[src/rtl/msq_pkg.sv]
// constants shared by the measurement sequencer and its testbench
// assumes a single 10 MHz clock and an active-low asynchronous reset
//
// Operation
// RL1 - id press starts event, drives to fiducial 1
// RL2 - nine fiducials: 1..8 then 2, views paired
// RL3 - track done ends fiducials, go to vertex
// RL4 - event done accepted only after all vertices
// RL5 - fiducial section: enable, counter reset, trigger
// RL6 - converter picks relay matching fiducial count
// RL7 - fiducial press advances counter and triggers
// RL8 - view counter loads 2, wraps 0 to 2
// RL9 - fiducial, vertex, zone triggers set automatic mode
// RL10 - encoder pulses hold auto, drop below 250 Hz
// RL11 - joystick clears automatic mode
// RL12 - clutches engaged while a track is measured
// RL13 - vertex complete pulses counters, enables event done
// RL14 - id loads down count, up count to one
// RL15 - view 2 then 3 and 1, reload per view
// RL16 - return and done enables only on last vertex
// RL17 - energize card column of current vertex zone
// RL18 - card opened early raises event discard
// RL19 - vertex complete drives stage to next zone
// RL20 - display totals, vertex, measurement, view
// RL21 - buttons synchronized, one pulse per press
package msq_pkg;

  // clock and automatic-mode drop-out timing
  localparam int CLK_HZ = 10_000_000; // system clock rate
  localparam int AUTO_DROP_HZ = 250; // encoder rate below which auto drops
  localparam int AUTO_HOLD_CYCLES = CLK_HZ / AUTO_DROP_HZ; // one period, rounded down

  // fiducial phase sizing
  localparam int FID_STEPS = 9; // measurements per event
  localparam logic [3:0] FID_FIRST = 4'h1; // counter reset value

  // view counter values
  localparam logic [1:0] VIEW_LOAD = 2'h2; // load value at id and at wrap
  localparam logic [1:0] VIEW_LAST = 2'h1; // final view of the rotation
  localparam logic [1:0] VIEW_WRAP = 2'h0; // value that fires the reload

  // vertex up counter start
  localparam int VTX_UP_FIRST = 1;

  // sequencer phases, gray along idle -> fiducial -> vertex -> finish
  typedef enum logic [1:0] {
    MSQ_IDLE = 2'b00,
    MSQ_FID = 2'b01,
    MSQ_VTX = 2'b11,
    MSQ_FIN = 2'b10
  } msq_state_e;

  // fiducial number for each measurement step
  function automatic logic [3:0] msq_fid_num(input logic [3:0] step);
    logic [3:0] n;
    n = 4'h2;
    if (step < 4'h8) n = step + 4'h1;
    return n;
  endfunction

  // view paired with each fiducial step; step 8 continues the rotation
  function automatic logic [1:0] msq_fid_view(input logic [3:0] step);
    logic [1:0] v;
    case (step)
      4'h0: v = 2'h2;
      4'h1: v = 2'h3;
      4'h2: v = 2'h1;
      4'h3: v = 2'h3;
      4'h4: v = 2'h1;
      4'h5: v = 2'h2;
      4'h6: v = 2'h3;
      4'h7: v = 2'h1;
      default: v = 2'h2;
    endcase
    return v;
  endfunction

endpackage

[src/rtl/msq_edge.sv]
// three-stage input conditioner with rising-edge pulse per bit
// assumes inputs are synchronous to clk; stage one feeds stage two only
`timescale 1ns/1ns
module msq_edge #(
  parameter int W = 1
) (
  input wire logic clk,
  input wire logic rst_n,
  input wire logic [W-1:0] din,
  output logic [W-1:0] level,
  output logic [W-1:0] rise
);

  ////////////////////////////////////////////////////////////////////////////
  // one conditioner per input bit
  genvar i;
  generate
    for (i = 0; i < W; i++) begin : g_bit
      logic s1_q; // first stage, read only by s2_q
      logic s2_q; // settled level
      logic s3_q; // previous settled level

      // shift chain; edge taken between stages two and three
      always_ff @(posedge clk or negedge rst_n) begin
        if (!rst_n) begin
          s1_q <= 1'b0;
          s2_q <= 1'b0;
          s3_q <= 1'b0;
        end else begin
          s1_q <= din[i];
          s2_q <= s1_q;
          s3_q <= s2_q;
        end
      end

      assign level[i] = s2_q;
      assign rise[i] = s2_q & ~s3_q; // one cycle per press
    end
  endgenerate

endmodule // msq_edge

[src/rtl/msq_sequencer.sv]
// measurement sequencer: fiducial phase, vertex phase, auto stage triggers
// assumes buttons are level-high while pressed and encoder pulses are one cycle
`timescale 1ns/1ns
module msq_sequencer #(
  parameter int VW = 4, // vertex count width from the card
  parameter int AUTO_HOLD = msq_pkg::AUTO_HOLD_CYCLES // auto drop-out timeout
) (
  input wire logic clk,
  input wire logic rst_n,
  input wire logic master_clear,
  input wire logic indicative_data_strobe,
  input wire logic fiducial_press,
  input wire logic track_done,
  input wire logic vertex_complete,
  input wire logic event_done,
  input wire logic stage_hold,
  input wire logic card_open,
  input wire logic joystick_active,
  input wire logic x_add,
  input wire logic x_sub,
  input wire logic y_add,
  input wire logic y_sub,
  input wire logic [VW-1:0] card_vertex_count,
  output logic converter_enable,
  output logic fid_counter_reset,
  output logic fiducial_trigger,
  output logic vertex_trigger,
  output logic zone_trigger,
  output logic [3:0] fiducial_count,
  output logic [3:0] fiducial_relay,
  output logic auto_mode,
  output logic clutch_engage,
  output logic event_discard,
  output logic event_done_enable,
  output logic fiducial_return_enable,
  output logic cycle_end,
  output logic [1:0] view_number,
  output logic [VW-1:0] vertex_total,
  output logic [VW-1:0] vertex_up,
  output logic [VW-1:0] vertex_down,
  output logic [3:0] measurement_number,
  output logic [VW-1:0] zone_column,
  output logic zone_column_en
);
  import msq_pkg::*;

  ////////////////////////////////////////////////////////////////////////////
  // elaboration checks
  generate
    if (VW < 2 || VW > 8) begin : g_bad_vw
      $error("msq_sequencer: VW must be 2..8");
    end
    if (AUTO_HOLD < 2) begin : g_bad_hold
      $error("msq_sequencer: AUTO_HOLD must be at least 2");
    end
  endgenerate

  localparam int HW = $clog2(AUTO_HOLD + 1); // hold counter width
  localparam logic [HW-1:0] HOLD_LOAD = HW'(AUTO_HOLD);
  localparam logic [VW-1:0] UP_FIRST = VW'(VTX_UP_FIRST);
  localparam logic [3:0] FID_LAST = 4'(FID_STEPS);

  ////////////////////////////////////////////////////////////////////////////
  // button conditioning
  logic [6:0] btn_lvl; // settled levels
  logic [6:0] btn_rise; // one-cycle presses

  msq_edge #(.W(7)) i_msq_edge (
    .clk(clk),
    .rst_n(rst_n),
    .din({card_open, event_done, vertex_complete, track_done,
          fiducial_press, indicative_data_strobe, master_clear}),
    .level(btn_lvl),
    .rise(btn_rise)
  ); // RL21

  logic mc_p; // master clear press
  logic id_p; // indicative data press
  logic fid_p; // fiducial measured
  logic td_p; // track done press
  logic vc_p; // vertex complete press
  logic ed_p; // event done press
  logic open_p; // card reader opened
  assign mc_p = btn_rise[0];
  assign id_p = btn_rise[1];
  assign fid_p = btn_rise[2];
  assign td_p = btn_rise[3];
  assign vc_p = btn_rise[4];
  assign ed_p = btn_rise[5];
  assign open_p = btn_rise[6];

  ////////////////////////////////////////////////////////////////////////////
  // phase state
  msq_state_e state_q; // current phase
  msq_state_e state_d;
  logic [3:0] step_q; // fiducial measurements taken
  logic last_vtx; // last vertex of final view under way
  logic vtx_wrap; // vertex complete empties the down counter
  logic all_meas_q; // every vertex measured
  logic discard; // early card open

  assign last_vtx = (state_q == MSQ_VTX) && (view_number == VIEW_LAST)
                    && (vertex_down == UP_FIRST) && !all_meas_q;
  assign vtx_wrap = (state_q == MSQ_VTX) && vc_p && !all_meas_q
                    && (vertex_down == UP_FIRST);
  // card opened any time between id and event end
  assign discard = open_p && (state_q != MSQ_IDLE); // RL18

  // next phase
  always_comb begin
    state_d = state_q;
    case (state_q)
      MSQ_IDLE: begin
        if (id_p && btn_lvl[6] == 1'b0) state_d = MSQ_FID; // RL1
      end
      MSQ_FID: begin
        if (td_p && step_q == FID_LAST) state_d = MSQ_VTX; // RL3
      end
      MSQ_VTX: begin
        if (ed_p && all_meas_q) state_d = MSQ_FIN; // RL4
      end
      default: begin
        state_d = MSQ_IDLE; // one cycle to report the end
      end
    endcase
    if (discard) state_d = MSQ_IDLE;
  end

  // phase register; master clear aborts like a reset
  always_ff @(posedge clk or negedge rst_n) begin
    if (!rst_n) begin
      state_q <= MSQ_IDLE;
    end else if (mc_p) begin
      state_q <= MSQ_IDLE;
    end else begin
      state_q <= state_d;
    end
  end

  // end-of-cycle and discard pulses
  always_ff @(posedge clk or negedge rst_n) begin
    if (!rst_n) begin
      cycle_end <= 1'b0;
      event_discard <= 1'b0;
    end else begin
      cycle_end <= (state_q == MSQ_VTX) && (state_d == MSQ_FIN) && !mc_p; // RL4
      event_discard <= discard && !mc_p; // RL18
    end
  end

  ////////////////////////////////////////////////////////////////////////////
  // fiducial section
  logic start; // event start this cycle
  logic fid_adv; // fiducial press advances the step
  assign start = (state_q == MSQ_IDLE) && (state_d == MSQ_FID) && !mc_p;
  assign fid_adv = (state_q == MSQ_FID) && fid_p && (step_q < FID_LAST) && !mc_p;

  // step counter drives the measurement display and relay choice
  always_ff @(posedge clk or negedge rst_n) begin
    if (!rst_n) begin
      step_q <= 4'h0;
      fiducial_count <= FID_FIRST;
      fiducial_relay <= FID_FIRST;
      converter_enable <= 1'b0;
    end else if (mc_p) begin
      step_q <= 4'h0;
      fiducial_count <= FID_FIRST;
      fiducial_relay <= FID_FIRST;
      converter_enable <= 1'b0;
    end else if (start) begin
      step_q <= 4'h0;
      fiducial_count <= FID_FIRST; // RL5
      fiducial_relay <= msq_fid_num(4'h0); // RL6
      converter_enable <= 1'b1; // RL5
    end else if (fid_adv) begin
      step_q <= step_q + 4'h1;
      fiducial_count <= fiducial_count + 4'h1; // RL7
      fiducial_relay <= msq_fid_num(step_q + 4'h1); // RL2
      // no relay once the ninth fiducial is in
      converter_enable <= (step_q + 4'h1) < FID_LAST; // RL6
    end else if (state_q != MSQ_FID) begin
      converter_enable <= 1'b0;
    end
  end

  // trigger pulses toward the positioning timer
  logic vtx_trig; // combinational vertex trigger
  logic zone_trig; // combinational zone trigger
  assign vtx_trig = td_p && !mc_p && (((state_q == MSQ_FID) && step_q == FID_LAST)
                    || (state_q == MSQ_VTX)); // RL3
  assign zone_trig = vc_p && !mc_p && (state_q == MSQ_VTX) && !all_meas_q
                     && !last_vtx && !stage_hold; // RL19

  always_ff @(posedge clk or negedge rst_n) begin
    if (!rst_n) begin
      fid_counter_reset <= 1'b0;
      fiducial_trigger <= 1'b0;
      vertex_trigger <= 1'b0;
      zone_trigger <= 1'b0;
    end else begin
      fid_counter_reset <= start; // RL5
      fiducial_trigger <= start | fid_adv; // RL7
      vertex_trigger <= vtx_trig;
      zone_trigger <= zone_trig;
    end
  end

  ////////////////////////////////////////////////////////////////////////////
  // view counter: 2 -> 3 -> 1, holds at 1; a 0 would reload 2
  logic [1:0] view_q; // measurement view counter
  logic view_chg; // view change pulse
  assign view_chg = vtx_wrap && (view_q != VIEW_LAST) && !mc_p;

  always_ff @(posedge clk or negedge rst_n) begin
    if (!rst_n) begin
      view_q <= VIEW_LOAD;
    end else if (mc_p || start) begin
      view_q <= VIEW_LOAD; // RL8
    end else if (view_q == VIEW_WRAP) begin
      view_q <= VIEW_LOAD; // RL8
    end else if (view_chg) begin
      // counting up keeps the 2, 3, 1 order; 1 never advances here
      view_q <= (view_q == 2'h3) ? 2'h1 : view_q + 2'h1; // RL15
    end
  end

  // view display follows the fiducial pairing, then the counter
  always_ff @(posedge clk or negedge rst_n) begin
    if (!rst_n) begin
      view_number <= VIEW_LOAD;
    end else if (state_q == MSQ_FID) begin
      view_number <= msq_fid_view(step_q < FID_LAST ? step_q : 4'h8); // RL2
    end else begin
      view_number <= view_q; // RL20
    end
  end

  ////////////////////////////////////////////////////////////////////////////
  // vertex counters
  always_ff @(posedge clk or negedge rst_n) begin
    if (!rst_n) begin
      vertex_total <= '0;
      vertex_up <= UP_FIRST;
      vertex_down <= '0;
      all_meas_q <= 1'b0;
    end else if (mc_p) begin
      vertex_total <= '0;
      vertex_up <= UP_FIRST;
      vertex_down <= '0;
      all_meas_q <= 1'b0;
    end else if (start) begin
      vertex_total <= card_vertex_count; // RL20
      vertex_down <= card_vertex_count; // RL14
      vertex_up <= UP_FIRST; // RL14
      all_meas_q <= 1'b0;
    end else if (vtx_wrap && view_q == VIEW_LAST) begin
      vertex_down <= '0; // RL13
      all_meas_q <= 1'b1;
    end else if (vtx_wrap) begin
      vertex_up <= UP_FIRST; // RL15
      vertex_down <= vertex_total; // RL15
    end else if ((state_q == MSQ_VTX) && vc_p && !all_meas_q) begin
      vertex_up <= vertex_up + UP_FIRST; // RL13
      vertex_down <= vertex_down - UP_FIRST; // RL13
    end
  end

  // measurement number and card zone column of the current vertex
  always_ff @(posedge clk or negedge rst_n) begin
    if (!rst_n) begin
      measurement_number <= 4'h0;
      zone_column <= '0;
      zone_column_en <= 1'b0;
    end else begin
      measurement_number <= step_q; // RL20
      zone_column <= vertex_up; // RL17
      zone_column_en <= (state_q == MSQ_VTX) && !all_meas_q; // RL17
    end
  end

  // end-of-event enables
  always_ff @(posedge clk or negedge rst_n) begin
    if (!rst_n) begin
      event_done_enable <= 1'b0;
      fiducial_return_enable <= 1'b0;
    end else begin
      fiducial_return_enable <= last_vtx && !mc_p; // RL16
      // enabled by the last vertex complete, held until the event ends
      event_done_enable <= !mc_p && (state_q == MSQ_VTX) && (state_d == MSQ_VTX)
                           && (all_meas_q || (vtx_wrap && view_q == VIEW_LAST)); // RL13
    end
  end

  ////////////////////////////////////////////////////////////////////////////
  // automatic mode with retriggerable drop-out timer
  logic any_count; // any encoder direction pulse
  logic auto_set; // any trigger this cycle
  logic [HW-1:0] hold_q; // cycles left before drop-out
  assign any_count = x_add | x_sub | y_add | y_sub; // RL10
  assign auto_set = start | fid_adv | vtx_trig | zone_trig; // RL9

  // joystick wins over a trigger so the operator keeps control
  always_ff @(posedge clk or negedge rst_n) begin
    if (!rst_n) begin
      auto_mode <= 1'b0;
      hold_q <= '0;
    end else if (joystick_active || mc_p) begin
      auto_mode <= 1'b0; // RL11
      hold_q <= '0;
    end else if (auto_set) begin
      auto_mode <= 1'b1; // RL9
      hold_q <= HOLD_LOAD;
    end else if (auto_mode && any_count) begin
      hold_q <= HOLD_LOAD; // RL10
    end else if (auto_mode && hold_q == '0) begin
      auto_mode <= 1'b0; // RL10
    end else if (auto_mode) begin
      hold_q <= hold_q - 1'b1;
    end
  end

  ////////////////////////////////////////////////////////////////////////////
  // return-to-vertex clutches: engaged once the stage settles at the vertex
  logic auto_prev_q; // auto mode last cycle
  always_ff @(posedge clk or negedge rst_n) begin
    if (!rst_n) begin
      auto_prev_q <= 1'b0;
      clutch_engage <= 1'b0;
    end else begin
      auto_prev_q <= auto_mode;
      if (mc_p || state_q != MSQ_VTX || td_p || vc_p || all_meas_q) begin
        clutch_engage <= 1'b0; // release lets the memory pot spring back
      end else if (auto_prev_q && !auto_mode) begin
        clutch_engage <= 1'b1; // RL12
      end
    end
  end

endmodule // msq_sequencer

[config.mk]
export PLATFORM = sky130hd
export DESIGN_NAME = msq_sequencer
export DESIGN_NICKNAME = d
export VERILOG_FILES = /design/src/rtl/msq_pkg.sv /design/src/rtl/msq_edge.sv /design/src/rtl/msq_sequencer.sv
export SDC_FILE = /design/constraint.sdc
export NUM_CORES = 1
export LEC_CHECK = 0
export BUFFER_PORTS_ARGS = -buffer_cell sky130_fd_sc_hd__buf_2
export CORE_ASPECT_RATIO = 0.6
export CORE_MARGIN = 2
export CORE_UTILIZATION = 30
export CTS_BUF_LIST = sky130_fd_sc_hd__clkbuf_8 sky130_fd_sc_hd__clkbuf_16
export CTS_CLUSTER_SIZE = 12
export DETAILED_ROUTE_END_ITERATION = 10
export PLACE_DENSITY = 0.44
export SLEW_MARGIN = 20
export SYNTH_ARGS = -nofsm -noshare
export SYNTH_HDL_FRONTEND = slang
export SYNTH_SLANG_ARGS = --single-unit
[constraint.sdc]
create_clock -name clk -period 7.8 [get_ports clk]
set_clock_uncertainty 0.1 [all_clocks]
set_input_delay 1.17 -clock clk [delete_from_list [all_inputs] [get_ports clk]]
set_output_delay 1.17 -clock clk [all_outputs]
set_load 0.1 [all_outputs]
# After elaboration in Yosys (flattened, before gate mapping)
# Memories as Yosys holds them, arrays and structs flattened.
# Index checks and enable logic that the tools add are counted.
# op_classes
n_lt_le_gt_ge	3
addsub	7
n_eq_ne	16
bitwise_logic	21
n_reduce_logical	67
mux	53
# op_table
op	n
4-bit 2-to-1 mux	23
16-bit 2-to-1 mux	5
1-bit logical AND	37
2-bit 2-to-1 mux	11
4-bit by 1-bit adder with 4-bit output, second input constant	4
16-bit logical NOT	1
16-bit by 1-bit subtractor with 16-bit output, second input constant	1
1-bit 2-to-1 mux	13
4-bit less-than comparator, second input constant	3
3-bit nonzero test	4
4-bit nonzero test	3
2-bit by 1-bit equality test with 1-bit output, second input constant	4
2-bit equality test, second input constant	4
1-bit logical OR	8
1-bit inverter	8
1-bit bitwise AND	7
3-bit != test, second input constant	2
1-bit OR	6
2-bit one-hot mux with 3 select lines	1
2-bit AND reduction	3
2-bit nonzero test	3
1-bit logical NOT	5
5-bit nonzero test	1
4-bit by 1-bit equality test with 1-bit output, second input constant	1
other kinds (7)	9
# word_totals
ff_bits	89
memories	1
inputBits	19
rom_bits	16
word_cells	215
# memory_table
name	depth	width	rd	rd_ports_with_merged_regs	write_ports	line	source
(name not given)	8	2	1	0	0	msq_pkg.sv:64	case (step)

# Depth between registers and ports, before layout
# depth
ltp_word	14
ltp_mapped	11
ltp_nobuf	10

# Hierarchy
# A second synthesis with hierarchy kept.
# hier_totals
cells_unflattened	375
area_unflattened_um2	4154.0
# by_module_without_submodules
mod	cells_each	n_inst	area_per_inst_um2	seq_area_each_um2
msq_sequencer	340	1	3479.6	1707.9
msq_edge	35	1	674.4	525.5

# Worst setup path before layout
# Ideal clock, no wire load.
# synth_timing
path_kind	register -> register
start	reg vertex_down[0]
end	reg hold_q[0]
path_buffers	1
t_arrival_ns	2.965
setup_ns	0.096
t_required_ns	7.604
setup_slack_ns	4.640
synth_period_minus_slack_ns	3.160
path_stages_with_launch	9
cell_sequence	dfrtp_1 > ha_1 > nor3b_4 > a2111oi_1 > or2_4 > or4_1 > buf_2 > or3_1 > o31ai_1
# synth_between
elab_chain_cells	9
# synth_rtl
item	line	source
start, declared	msq_sequencer.sv:40	output logic [VW-1:0] vertex_down,
start signal, assigned	msq_sequencer.sv:253	vertex_down <= card_vertex_count;
start signal, assigned	msq_sequencer.sv:261	vertex_down <= vertex_total;
start signal, assigned	msq_sequencer.sv:264	vertex_down <= vertex_down - UP_FIRST;
4-bit by 1-bit equality test with 1-bit output *	msq_sequencer.sv:103	&& (vertex_down == UP_FIRST) && !all_meas_q;
1-bit logical AND * (2 in a row)	msq_sequencer.sv:103	
1-bit logical NOT *	msq_sequencer.sv:192	&& !last_vtx && !stage_hold;
1-bit logical AND * (2 in a row)	msq_sequencer.sv:192	
named net zone_trig	msq_sequencer.sv:188	logic zone_trig;
1-bit OR *	msq_sequencer.sv:300	assign auto_set = start | fid_adv | vtx_trig | zone_trig;
4-bit != test (no line) (tied with other cells)	n/a	
2-bit AND reduction (no line) or 16-bit 2-to-1 mux (tied branches)	n/a	
end signal, assigned	msq_sequencer.sv:318	hold_q <= hold_q - 1'b1;
end, declared	msq_sequencer.sv:298	logic [HW-1:0] hold_q;
# The timed path passes the listed nets; every way through them passes the cells marked *.
# A chain may end at the register's enable or synchronous reset.

# Worst setup path after layout
# layout_timing
start	reg step_q[0]
end	reg hold_q[0]
# layout_between
elab_chain_cells	13
# layout_rtl
item	line	source
start, declared	msq_sequencer.sv:96	logic [3:0] step_q;
start signal, assigned	msq_sequencer.sv:176	step_q <= step_q + 4'h1;
4-bit equality test	msq_sequencer.sv:117, msq_sequencer.sv:189	
1-bit logical AND	msq_sequencer.sv:117	if (td_p && step_q == FID_LAST) state_d = MSQ_VTX;
2-bit 2-to-1 mux	msq_sequencer.sv:117	
2-bit one-hot mux with 3 select lines	msq_sequencer.sv:112	case (state_q)
2-bit 2-to-1 mux	msq_sequencer.sv:126	if (discard) state_d = MSQ_IDLE;
2-bit by 1-bit equality test with 1-bit output	msq_sequencer.sv:155	assign start = (state_q == MSQ_IDLE) && (state_d == MSQ_FID) && !mc_p;
1-bit logical AND (2 in a row)	msq_sequencer.sv:155	
1-bit OR	msq_sequencer.sv:300	
1-bit OR * (2 in a row)	msq_sequencer.sv:300	
4-bit != test (no line) (tied with other cells)	n/a	
2-bit AND reduction (no line) or 16-bit 2-to-1 mux (tied branches)	n/a	
# Mark *: on every way between the ends. The rest lies on a longest branch, timed or not.

==> results.py <==
metrics = {
    "logic_synthesis": {
        "syn-cell-area_um2": 3890,
        "synth_nets": 397,
        "yosys_warnings": 0,
        "synth_ff_type": "dfrtp_1",
        "synthArstFlopShare": 1.00,
        "synth_edf_count": 0,
        "synth-simple-area-share": 0.194,
        "synthCells": 365,
        "synth_compound_area_frac": 0.117,
        "synth_top_family_by_area": "simple AND/OR/NAND/NOR gates",
        "synth_mux_area_frac": 0.0106,
        "synth-xor-area-share": 0.0338,
        "synth_seq_cells": 89,
        "yosys.area_share.adder": 0.0418,
        "ys_types": 55,
        "avgSynthCellArea_um2": 10.7,
        "synth_seq_area_share": 0.574,
    },
    "die": {
        "chipWidth_um": 151,
        "num_rows": 32,
        "die_area_um2": 13900,
        "coreArea_um2": 12700,
        "boundaryPins": 61,
        "die_h_um": 92.2,
        "start_util": 0.305,
    },
    "clock_network": {
        "cts_buffer_depth": 2,
        "cts_made_buffers": 9,
        "root_buffer": "clkbuf_16",
        "cts.repair.resized": 0,
        "cts_hold_buf": 0,
        "cts.clk_slew.worst_paths_ns": 0.07,
        "clk-insertion-delay-late_ns": 0.34,
        "postCtsSetupBuffers": 0,
        "cts_num_sinks": 89,
        "cts-htree-levels": 3,
        "tritoncts": "yes",
    },
    "timing": {
        "max_slew_margin": 0.372,
        "fin_tns_setup_ns": 0,
        "fmax_mhz": 326,
        "setup_viol": 0,
        "report.final.hold_viol_count": 0,
        "min_period_ns": 3.07,
        "min_period_over_period": 0.394,
        "setup_slack_ns": 4.73,
        "worst_slew_pin_slew_ns": 0.939,
        "rsz0062_at_grt": "false",
        "slew_violations": 0,
    },
    "finish": {
        "final_cell_area_um2": 4630,
        "final_net_count": 457,
        "final_common_cell": "dfrtp_1",
        "final_core_util": 0.364,
        "drive_gt1_frac": 0.205,
        "areaGrowthSynthToFinish_pct": 19.1,
        "num_antenna_cells": 0,
        "layout_common_cells": "dfrtp_1 (84), buf_2 (59), nor2_1 (47)",
    },
    "place": {
        "numPortBuffers": 60,
        "pre_cts_slack_ns": 4.37,
        "place.gp.congestion": 0.802,
        "dpl_cell_area_um2": 4360,
        "dpl.hpwl_mm": 6.54,
    },
    "drt": {
        "post_drt_wl_per_cell_um": 15.4,
        "ant_nets": 0,
        "drc_errors": 0,
        "dr.pass1.iters": 4,
        "num_vias": 2864,
        "dr.first_iter.drc_count": 206,
        "wl_mm": 9.26,
        "via_per_inst": 4.77,
    },
    "global_route": {
        "grt_overflow": 0,
        "grt_first_pass_wirelength_mm": 15.1,
        "grt_max_degree": 61,
        "antenna_found_initial": 0,
        "grt_pass1_vias": 2740,
        "track_usage": 0.143,
    },
    "power": {
        "p_per_area_nw_per_um2": 242,
        "ir_drop_mv": 0.0953,
        "power.leakage_nw": 2.17,
    },
    "job": {
        "drv_cap": 0,
    },
    "worst_hold_path": {
        "hold_path.class": "flip-flop to flip-flop",
        "min_from": "i_msq_edge.g_bit[0].s1_q",
    },
    "critical_path": {
        "start_kind": "flip-flop",
        "crit_arrival_ns": 3.22,
        "end_kind": "flip-flop",
        "required_ns": 7.95,
        "cpMaxStageDelayCell": "nor3_1",
        "crit_path_max_fanout": 11,
        "critPathKind": "flip-flop to flip-flop",
        "reg2reg_from": "step_q[0]",
        "crit_start": "step_q[0]",
        "path_cells": "inv_1, ha_1, nor2b_1, o21ai_1, a21oi_1, nor3_1, nand2_1, o31ai_1",
        "critical-path-max-stage-delay_ns": 0.59,
    },
    "outcome": {
        "status": "complete, no violations",
    },
}
synthesized netlist by cell type, drive strengths merged (6+ instances only):
library cell	number	share of area
inv	12	0.012
nand2b	8	0.013
o21ai	15	0.019
dfrtp	84	0.54
a21oi	21	0.027
nand3	10	0.013
clkbuf	9	0.0087
ha	13	0.042
nor2	47	0.045
o31ai	6	0.012
nor3	14	0.021
nor2b	9	0.014
nand2	31	0.030
xnor2	10	0.023
state kept, by name (all words and copies together), names as in the netlist, 7 cells and up:
register               cells
hold_q                    16
i_msq_edge.g_bit.s1_q      7
i_msq_edge.g_bit.s2_q      7
i_msq_edge.g_bit.s3_q      7
layer usage:
layer  track usage  share of wire
met1         0.230           0.56
met4        0.0460         0.0072
met3        0.0368          0.047
met5             0              0
met2         0.180           0.38
worst paths after layout:
| kind | endpoint | slack [ns] | cells after the start |
|---|---|---|---|
| max | hold_q[0] | 4.73 | 8 |
| min | i_msq_edge.g_bit[0].s2_q | 0.25 | 0 |
| max reg2reg | hold_q[0] | 4.73 | 8 |
| min reg2reg | i_msq_edge.g_bit[0].s2_q | 0.25 | 0 |
| max in group asynchronous | fiducial_return_enable | 5.80 | 2 |
| min in group asynchronous | i_msq_edge.g_bit[2].s3_q | 0.66 | 1 |
power by group:
| group | switching (mW) | internal, mW |
|---|---|---|
| clock | 0.175 | 0.220 |
| sequential | 0.0236 | 0.485 |
| combinational | 0.163 | 0.0544 |
| total | 0.361 | 0.760 |
critical path, delay by kind of cell, from the launching register on:
kind	cells	cell delay, ns
AOI/OAI and AO/OA	3	0.95
adders and majority gates	1	0.20
buffers and inverters	1	0.12
DFF	1	0.57
and+or+nand+nor	3	1.03
cell type report:
| class | instances | area [um^2] |
|---|---|---|
| fill | 1305 | 8100 |
| sequential | 89 | 2230 |
| multi-input combinational | 250 | 1550 |
| timing repair buffer | 63 | 325 |
| clock buffer | 10 | 239 |
| tap | 170 | 213 |
| inverter | 12 | 45.0 |
| clock inverter | 6 | 28.8 |
logic make-up (layout without fill, tap and decap cells):
group | Yosys count | in the layout
adder cells (fa/ha/maj) | 13 | 13
AO/OA/AOI/OAI | 71 | 71
XOR/XNOR | 15 | 15
buffers and inverters | 26 | 91
flip-flops | 89 | 89
AND/OR/NAND/NOR | 147 | 147
multiplexers | 4 | 4
stage by stage:
stage                     hold slack [ns]  total power, mW  cells
after floorplan                     0.231            0.680    365
final                               0.249             1.12    600
after detailed placement            0.236            0.735    584
after global placement              0.236            0.734    584
after CTS                           0.250             1.14    600
after global routing                0.256             1.18    600
(Power assumes the default switching activity.)
